$ cat config.mk
export PLATFORM = sky130hd
export DESIGN_NAME = nvecc_status
export DESIGN_NICKNAME = d
export VERILOG_FILES = /design/src/inc/nvecc_pkg.sv /design/src/hw/nvecc_status.sv
export SDC_FILE = /design/constraint.sdc
export NUM_CORES = 1
export LEC_CHECK = 0
export ABC_AREA = 1
export BUFFER_PORTS_ARGS = -buffer_cell sky130_fd_sc_hd__buf_2
export CELL_PAD_IN_SITES_DETAIL_PLACEMENT = 0
export CELL_PAD_IN_SITES_GLOBAL_PLACEMENT = 1
export CORE_UTILIZATION = 32
export CTS_CLUSTER_SIZE = 25
export DETAILED_ROUTE_END_ITERATION = 10
export PLACE_DENSITY_LB_ADDON = 0.05
export SYNTH_ARGS = -nofsm -noshare
export SYNTH_HDL_FRONTEND = slang
export SYNTH_SLANG_ARGS = --single-unit
export TNS_END_PERCENT = 1
$ cat constraint.sdc
create_clock -name CLK -period 2.95 [get_ports CLK]
set_clock_uncertainty 0.2 [all_clocks]
set_input_delay 0.4425 -clock CLK [delete_from_list [all_inputs] [get_ports CLK]]
set_output_delay 0.4425 -clock CLK [all_outputs]
set_load 0.005 [all_outputs]
$ cat src/inc/nvecc_pkg.sv
package nvecc_pkg;

  // ==========================================================================
  // Bus geometry.
  // ==========================================================================
  localparam int unsigned ADDR_W = 32;
  localparam int unsigned DATA_W = 32;
  localparam int unsigned SEL_W = 4;
  localparam int unsigned IDX_W = 8;
  localparam int unsigned REG_W = 8;
  localparam int unsigned NUM_BANKS = 8;
  localparam int unsigned BANK_W = 3;

  // ==========================================================================
  // Register indices; the byte address is four times the index.
  // ==========================================================================
  localparam logic [IDX_W-1:0] IDX_NVM_CLEAR = 8'h5e;
  localparam logic [IDX_W-1:0] IDX_BANK_FLAGS = 8'h60;
  localparam logic [IDX_W-1:0] IDX_LOAD_STATUS = 8'h61;
  localparam logic [IDX_W-1:0] IDX_IRQ_STATUS = 8'h62;
  localparam logic [IDX_W-1:0] IDX_IRQ_MASK = 8'h63;
  localparam logic [IDX_W-1:0] IDX_CFG_ID1 = 8'h64;
  localparam logic [IDX_W-1:0] IDX_CFG_ID2 = 8'h65;

  // ==========================================================================
  // Field positions.
  // ==========================================================================
  localparam int unsigned POS_NVM_FAULT_CLEAR = 4;
  localparam int unsigned POS_CONFIG_VALID = 1;
  localparam int unsigned POS_LOW_VOLTAGE = 0;
  localparam int unsigned POS_IRQ_UNCORR = 0;
  localparam int unsigned POS_IRQ_LOW_VOLTAGE = 1;
  localparam int unsigned POS_IRQ_LOAD_DONE = 2;
  localparam int unsigned IRQ_W = 3;

  // ==========================================================================
  // Reset values.
  // ==========================================================================
  localparam logic [REG_W-1:0] RST_BANK_FLAGS = 8'h00;
  localparam logic [REG_W-1:0] RST_LOAD_STATUS = 8'h00;
  localparam logic [IRQ_W-1:0] RST_IRQ_STATUS = 3'h0;
  localparam logic [IRQ_W-1:0] RST_IRQ_MASK = 3'h0;
  localparam logic [REG_W-1:0] RST_CFG_ID = 8'h00;

  // ==========================================================================
  // Carriers.
  // ==========================================================================
  typedef struct packed {
    logic valid;
    logic [BANK_W-1:0] bank;
  } nvecc_ecc_evt_s;

  typedef struct packed {
    logic valid;
    logic [REG_W-1:0] id1;
    logic [REG_W-1:0] id2;
  } nvecc_load_evt_s;

endpackage

$ cat src/hw/nvecc_status.sv
`timescale 1ns/1ps

// Contract
// - Eight flags, bit n flags bank n uncorrectable.
// - Writing 1 to 0x5E bit 4 clears flags.
// - Config valid when either identifier is nonzero.
// - Bit 0 latches low memory supply voltage.
// - Same clear bit clears both status flags.
// - All flags start at zero after reset.
module nvecc_status (
  input wire logic CLK,
  input wire logic RESETN,
  input wire logic WB_CYC_I,
  input wire logic WB_STB_I,
  input wire logic WB_WE_I,
  input wire logic [nvecc_pkg::ADDR_W-1:0] WB_ADR_I,
  input wire logic [nvecc_pkg::SEL_W-1:0] WB_SEL_I,
  input wire logic [nvecc_pkg::DATA_W-1:0] WB_DAT_I,
  output logic [nvecc_pkg::DATA_W-1:0] WB_DAT_O,
  output logic WB_ACK_O,
  input wire nvecc_pkg::nvecc_ecc_evt_s ECC_EVT,
  input wire nvecc_pkg::nvecc_load_evt_s LOAD_EVT,
  input wire logic NVM_VDD_LOW,
  output logic NVM_CLEAR,
  output logic IRQ
);

  // ==========================================================================
  // Helper functions.
  // ==========================================================================

  // Word index of a byte address; the two low address bits are ignored.
  function automatic logic [nvecc_pkg::IDX_W-1:0] word_index(
    input logic [nvecc_pkg::ADDR_W-1:0] adr
  );
    logic [nvecc_pkg::ADDR_W-1:0] shifted;
    shifted = adr >> 2;
    return shifted[nvecc_pkg::IDX_W-1:0];
  endfunction

  // True when the upper address bits are zero, so aliases do not decode.
  function automatic logic in_window(
    input logic [nvecc_pkg::ADDR_W-1:0] adr
  );
    logic [nvecc_pkg::ADDR_W-1:0] upper;
    upper = adr >> (nvecc_pkg::IDX_W + 2);
    return (upper == '0);
  endfunction

  // Sticky flag update: a set in the same cycle as a clear wins.
  function automatic logic [nvecc_pkg::REG_W-1:0] sticky(
    input logic [nvecc_pkg::REG_W-1:0] cur,
    input logic [nvecc_pkg::REG_W-1:0] set,
    input logic [nvecc_pkg::REG_W-1:0] clr
  );
    return (cur & ~clr) | set;
  endfunction

  // Widen one register byte to a bus word, upper bits zero.
  function automatic logic [nvecc_pkg::DATA_W-1:0] to_word(
    input logic [nvecc_pkg::REG_W-1:0] val
  );
    return {{(nvecc_pkg::DATA_W-nvecc_pkg::REG_W){1'b0}}, val};
  endfunction

  // ==========================================================================
  // Declarations.
  // ==========================================================================
  logic ack_reg;
  logic [nvecc_pkg::DATA_W-1:0] rdata_reg;
  logic [nvecc_pkg::DATA_W-1:0] rdata_next;
  logic req;
  logic wr_take;
  logic rd_take;
  logic lane0;
  logic [nvecc_pkg::IDX_W-1:0] idx;
  logic hit;
  logic [nvecc_pkg::REG_W-1:0] wbyte;

  logic clear_pulse;

  logic [nvecc_pkg::REG_W-1:0] bank_flags_reg;
  logic [nvecc_pkg::REG_W-1:0] bank_flags_next;
  logic [nvecc_pkg::REG_W-1:0] bank_set;

  logic config_valid_reg;
  logic config_valid_next;
  logic low_voltage_reg;
  logic low_voltage_next;
  logic [nvecc_pkg::REG_W-1:0] cfg_id1_reg;
  logic [nvecc_pkg::REG_W-1:0] cfg_id2_reg;
  logic load_ids_nonzero;

  logic vdd_meta_reg;
  logic vdd_s2_reg;
  logic vdd_s3_reg;
  logic vdd_low_reg;
  logic vdd_low_rise;

  logic [nvecc_pkg::IRQ_W-1:0] irq_status_reg;
  logic [nvecc_pkg::IRQ_W-1:0] irq_status_next;
  logic [nvecc_pkg::IRQ_W-1:0] irq_mask_reg;
  logic [nvecc_pkg::IRQ_W-1:0] irq_set;
  logic [nvecc_pkg::IRQ_W-1:0] irq_clr;

  // ==========================================================================
  // Bus decode.
  // ==========================================================================
  assign req = WB_CYC_I & WB_STB_I & ~ack_reg;
  assign idx = word_index(WB_ADR_I);
  assign hit = in_window(WB_ADR_I);
  assign lane0 = WB_SEL_I[0];
  assign wbyte = WB_DAT_I[nvecc_pkg::REG_W-1:0];
  // A write lands in the cycle its acknowledge is raised, once per request.
  assign wr_take = req & WB_WE_I & lane0 & hit;
  assign rd_take = req & ~WB_WE_I;

  // ==========================================================================
  // Acknowledge and read data.
  // ==========================================================================

  // Every request, mapped or not, is answered one cycle later.
  always_ff @(posedge CLK) begin
    if (!RESETN) begin
      ack_reg <= 1'b0;
    end else begin
      ack_reg <= req;
    end
  end

  always_comb begin
    rdata_next = '0;
    if (hit) begin
      unique case (idx)
        nvecc_pkg::IDX_BANK_FLAGS: begin
          rdata_next = to_word(bank_flags_reg);
        end
        nvecc_pkg::IDX_LOAD_STATUS: begin
          // The six upper bits are not stored, so they always read zero.
          rdata_next = '0;
          rdata_next[nvecc_pkg::POS_CONFIG_VALID] = config_valid_reg;
          rdata_next[nvecc_pkg::POS_LOW_VOLTAGE] = low_voltage_reg;
        end
        nvecc_pkg::IDX_IRQ_STATUS: begin
          rdata_next[nvecc_pkg::IRQ_W-1:0] = irq_status_reg;
        end
        nvecc_pkg::IDX_IRQ_MASK: begin
          rdata_next[nvecc_pkg::IRQ_W-1:0] = irq_mask_reg;
        end
        nvecc_pkg::IDX_CFG_ID1: begin
          rdata_next = to_word(cfg_id1_reg);
        end
        nvecc_pkg::IDX_CFG_ID2: begin
          rdata_next = to_word(cfg_id2_reg);
        end
        default: begin
          // The clear register is a strobe and reads as zero.
          rdata_next = '0;
        end
      endcase
    end
  end

  always_ff @(posedge CLK) begin
    if (!RESETN) begin
      rdata_reg <= '0;
    end else if (rd_take) begin
      rdata_reg <= rdata_next;
    end
  end

  assign WB_ACK_O = ack_reg;
  assign WB_DAT_O = rdata_reg;

  // ==========================================================================
  // Shared fault clear strobe.
  // ==========================================================================

  // The strobe is not stored: it acts once, in the cycle the write is taken.
  assign clear_pulse = wr_take & (idx == nvecc_pkg::IDX_NVM_CLEAR)
    & wbyte[nvecc_pkg::POS_NVM_FAULT_CLEAR];

  // Other blocks sharing this clear, such as corrected-error flags, use it.
  always_ff @(posedge CLK) begin
    if (!RESETN) begin
      NVM_CLEAR <= 1'b0;
    end else begin
      NVM_CLEAR <= clear_pulse;
    end
  end

  // ==========================================================================
  // Per-bank uncorrectable flags.
  // ==========================================================================
  always_comb begin
    bank_set = '0;
    if (ECC_EVT.valid) begin
      bank_set[ECC_EVT.bank] = 1'b1;
    end
    // A bank failing in the clear cycle stays flagged.
    bank_flags_next = sticky(bank_flags_reg, bank_set,
      {nvecc_pkg::REG_W{clear_pulse}});
  end

  always_ff @(posedge CLK) begin
    if (!RESETN) begin
      bank_flags_reg <= nvecc_pkg::RST_BANK_FLAGS;
    end else begin
      bank_flags_reg <= bank_flags_next;
    end
  end

  // ==========================================================================
  // Configuration identifiers.
  // ==========================================================================

  // Software may also rewrite the identifiers; this does not touch the
  // valid flag, which changes only on a load or on the clear strobe.
  always_ff @(posedge CLK) begin
    if (!RESETN) begin
      cfg_id1_reg <= nvecc_pkg::RST_CFG_ID;
      cfg_id2_reg <= nvecc_pkg::RST_CFG_ID;
    end else if (LOAD_EVT.valid) begin
      cfg_id1_reg <= LOAD_EVT.id1;
      cfg_id2_reg <= LOAD_EVT.id2;
    end else if (wr_take) begin
      if (idx == nvecc_pkg::IDX_CFG_ID1) begin
        cfg_id1_reg <= wbyte;
      end
      if (idx == nvecc_pkg::IDX_CFG_ID2) begin
        cfg_id2_reg <= wbyte;
      end
    end
  end

  assign load_ids_nonzero = (LOAD_EVT.id1 != '0) | (LOAD_EVT.id2 != '0);

  // ==========================================================================
  // Memory status flags.
  // ==========================================================================
  always_comb begin
    config_valid_next = config_valid_reg;
    if (clear_pulse) begin
      config_valid_next = 1'b0;
    end
    if (LOAD_EVT.valid) begin
      config_valid_next = load_ids_nonzero;
    end
  end

  always_comb begin
    low_voltage_next = low_voltage_reg;
    if (clear_pulse) begin
      low_voltage_next = 1'b0;
    end
    // A supply still low after a clear latches again at once.
    if (vdd_low_reg) begin
      low_voltage_next = 1'b1;
    end
  end

  always_ff @(posedge CLK) begin
    if (!RESETN) begin
      config_valid_reg <=
        nvecc_pkg::RST_LOAD_STATUS[nvecc_pkg::POS_CONFIG_VALID];
      low_voltage_reg <=
        nvecc_pkg::RST_LOAD_STATUS[nvecc_pkg::POS_LOW_VOLTAGE];
    end else begin
      config_valid_reg <= config_valid_next;
      low_voltage_reg <= low_voltage_next;
    end
  end

  // ==========================================================================
  // Supply monitor input.
  // ==========================================================================

  // The monitor is asynchronous; the filtered level moves only when the
  // second and third stages agree, so one-cycle glitches are dropped.
  always_ff @(posedge CLK) begin
    if (!RESETN) begin
      vdd_meta_reg <= 1'b0;
      vdd_s2_reg <= 1'b0;
      vdd_s3_reg <= 1'b0;
    end else begin
      vdd_meta_reg <= NVM_VDD_LOW;
      vdd_s2_reg <= vdd_meta_reg;
      vdd_s3_reg <= vdd_s2_reg;
    end
  end

  always_ff @(posedge CLK) begin
    if (!RESETN) begin
      vdd_low_reg <= 1'b0;
    end else if (vdd_s2_reg == vdd_s3_reg) begin
      vdd_low_reg <= vdd_s3_reg;
    end
  end

  assign vdd_low_rise = vdd_low_reg & ~low_voltage_reg;

  // ==========================================================================
  // Interrupt status and mask.
  // ==========================================================================
  always_comb begin
    irq_set = '0;
    irq_set[nvecc_pkg::POS_IRQ_UNCORR] = ECC_EVT.valid;
    irq_set[nvecc_pkg::POS_IRQ_LOW_VOLTAGE] = vdd_low_rise;
    irq_set[nvecc_pkg::POS_IRQ_LOAD_DONE] = LOAD_EVT.valid;
    irq_clr = '0;
    if (wr_take && idx == nvecc_pkg::IDX_IRQ_STATUS) begin
      irq_clr = wbyte[nvecc_pkg::IRQ_W-1:0];
    end
    // Write-one-to-clear; an event in the same cycle keeps its bit set.
    irq_status_next = (irq_status_reg & ~irq_clr) | irq_set;
  end

  always_ff @(posedge CLK) begin
    if (!RESETN) begin
      irq_status_reg <= nvecc_pkg::RST_IRQ_STATUS;
    end else begin
      irq_status_reg <= irq_status_next;
    end
  end

  always_ff @(posedge CLK) begin
    if (!RESETN) begin
      irq_mask_reg <= nvecc_pkg::RST_IRQ_MASK;
    end else if (wr_take && idx == nvecc_pkg::IDX_IRQ_MASK) begin
      irq_mask_reg <= wbyte[nvecc_pkg::IRQ_W-1:0];
    end
  end

  always_ff @(posedge CLK) begin
    if (!RESETN) begin
      IRQ <= 1'b0;
    end else begin
      IRQ <= |(irq_status_next & irq_mask_reg);
    end
  end

endmodule

==> qor.yml <==
worst_hold_margin_ns: 0.117
final_common_cell: "sky130_fd_sc_hd__nand2_1"
drt-vias-per-instance: 4.52
min_path_type: "in -> reg"
postPlaceCellArea_um2: 2860
floorplan.die_area_um2: 8070
totalWireLength_um: 6820
ios: 130
dieWidth_um: 89.9
port_buffers: 76
synth_enable_flop_cells: 0
final_net_count: 539
worst_setup_hold_path_clk_slew_ns: 0.09
globalRouteOverflowTotal: 0
fmax_mhz: 488
max_cap_violations: 0
grt_first_pass_wirelength_um: 11100
coreArea_um2: 7370
cts.repair.resized: 0
dpl.hpwl_um: 5230
number_of_global_route_vias_before_repair: 2238
worst-setup-path-type: "reg -> reg"
ys_seq_elements: 47
setup_tns_ns: 0
seq_area_frac_synth: 0.381
status: "complete, no violations"
clk_latency_ns: 0.30
yosysUniqueCellTypes: 25
tightestPinTransition_ns: 0.644
syn-mean-instance-area_um2: 6.71
dr.pass1.iters: 6
cts.sinks: 47
vdd_ir_drop_max_uv: 270
synthToLayoutAreaGrowth_pct: 20.6
antenna_diode_count: 0
final_min_period_ns: 2.05
synth_async_sr_flop_share: 0
worstPathMaxFanout: 9
detail_route.wl_per_cell_um: 12.5
total_power_w: 0.00131
cts.repair_timing.setup_buffer_count: 0
hold_vio_cnt_final: 0
timing.final.setup_violations: 0
post_syn_instances: 368
layout-drive-gt1-share: 0.218
layout_common_cells: "sky130_fd_sc_hd__nand2_1 (106), sky130_fd_sc_hd__buf_2 (76), sky130_fd_sc_hd__dfxtp_1 (47)"
cts_max_level: 2
placement_rows: 31
crit_path_start_kind: "register"
initialDrtViolationCount: 63
clock_tree.buffer_depth: 2
slew_headroom: 0.569
via_count: 2460
antenna_nets_post_route: 0
start_util: 0.335
antenna_found_initial: 0
grt_start_max_net_pins: 39
worstPathArrival_ns: 2.03
cts_buffers: 5
static-leakage-power_nw: 1.37
yosysWarningCount: 0
postSynth.topFlopCell: "sky130_fd_sc_hd__dfxtp_1"
setup_repair_after_global_routing_missed_its_margin: "false"
cts_hold_repair.buffers: 0
place_congestion: 0.824
period_share: 0.695
timing.critical_path.from: "WB_ACK_O"
report.final.slew_viol_count: 0
critPathCaptureType: "register"
globalRouteTotalUtil: 0.171
regToRegStartpoint: "WB_ACK_O"
hold_path.startpoint: "NVM_VDD_LOW"
mappedNetlistArea_um2: 2470
power.density_nw_per_um2: 439
drc_errors: 0
design_area_um2: 2980
required_ns: 2.93
chipHeight_um: 89.9
cts_tree: "done"
clk_root_buffer_cell: "sky130_fd_sc_hd__clkbuf_8"
-- per-layer routing --
layer / vias to the layer above / GRT usage / wire, um / part of all wire
li1: 1298 / - / - / -
met1: 1080 / 0.254 / 3580 / 0.53
met2: 76 / 0.251 / 2830 / 0.41
met3: 6 / 0.0338 / 354 / 0.052
met4: 0 / 0.0444 / 52 / 0.0076
met5: - / 0 / 0 / 0
-- where the power goes --
part | leakage [nW] | switching (W) | internal (W)
sequential | 0.384 | 0.0000118 | 0.000655
clock | 0.0612 | 0.000222 | 0.000274
combinational | 0.922 | 0.0000855 | 0.0000578
total | 1.37 | 0.000319 | 0.000987
-- path summary, 6_finish.rpt --
check / endpoint / slack [ns] / depth (start not counted)
hold / removal: vdd_meta_reg / 0.12 / 3
setup / recovery: cfg_id2_reg[7] / 0.90 / 7
hold reg to reg: vdd_s2_reg / 0.22 / 2
setup reg to reg: cfg_id2_reg[7] / 0.90 / 7
-- worst max-delay path, cell delays in order (launching register included) --
cell and delay [ns]:
sky130_fd_sc_hd__dfxtp_1 0.31, sky130_fd_sc_hd__nand3b_1 0.19, sky130_fd_sc_hd__nor2_1 0.40, sky130_fd_sc_hd__nand2_4 0.13, sky130_fd_sc_hd__nor2_4 0.26, sky130_fd_sc_hd__nor2_1 0.23, sky130_fd_sc_hd__nand2_1 0.13, sky130_fd_sc_hd__a31oi_1 0.07
-- per-stage QoR --
stage / cells / setup WS (ns) / util
after global routing: 544 / 0.742 / 0.404
after detailed placement: 536 / 0.622 / 0.388
after floorplan: 391 / 0.979 / -
final: 544 / 0.900 / 0.404
after global placement: 536 / 0.605 / 0.388
after CTS: 544 / 0.906 / 0.404
-- Yosys cell counts (2+ instances only) --
cell,instances,share of area
sky130_fd_sc_hd__nand2_1,106,0.16
sky130_fd_sc_hd__dfxtp_1,47,0.38
sky130_fd_sc_hd__nor2_1,42,0.064
sky130_fd_sc_hd__a21oi_1,33,0.067
sky130_fd_sc_hd__inv_1,30,0.046
sky130_fd_sc_hd__buf_4,24,0.073
sky130_fd_sc_hd__nand3_1,23,0.047
sky130_fd_sc_hd__o21ai_0,10,0.020
sky130_fd_sc_hd__a31oi_1,9,0.023
sky130_fd_sc_hd__a22oi_1,8,0.024
sky130_fd_sc_hd__clkbuf_1,8,0.012
sky130_fd_sc_hd__nand4_1,8,0.020
sky130_fd_sc_hd__nor4_1,3,0.0076
sky130_fd_sc_hd__nor2_2,2,0.0051
sky130_fd_sc_hd__nor2_4,2,0.0091
sky130_fd_sc_hd__nor3_1,2,0.0041
sky130_fd_sc_hd__or2_1,2,0.0051
sky130_fd_sc_hd__or2_2,2,0.0051
-- final cells by class --
class / instances / area (um2)
inverters: 31 / 116
clock buffers: 6 / 82.6
multi-input cells: 280 / 1280
well taps: 99 / 124
clock inverters: 2 / 35.0
fillers: 812 / 4390
repair buffers: 79 / 403
flip-flops and latches: 47 / 941
-- logic make-up after synthesis --
| kind of cell | synth area share |
|---|---|
| AOI/OAI and AO/OA | 0.134 |
| buffers and inverters | 0.137 |
| and+or+nand+nor | 0.347 |
| DFF | 0.381 |
| other | 0.00152 |
Power figures use the tool's default switching activity.
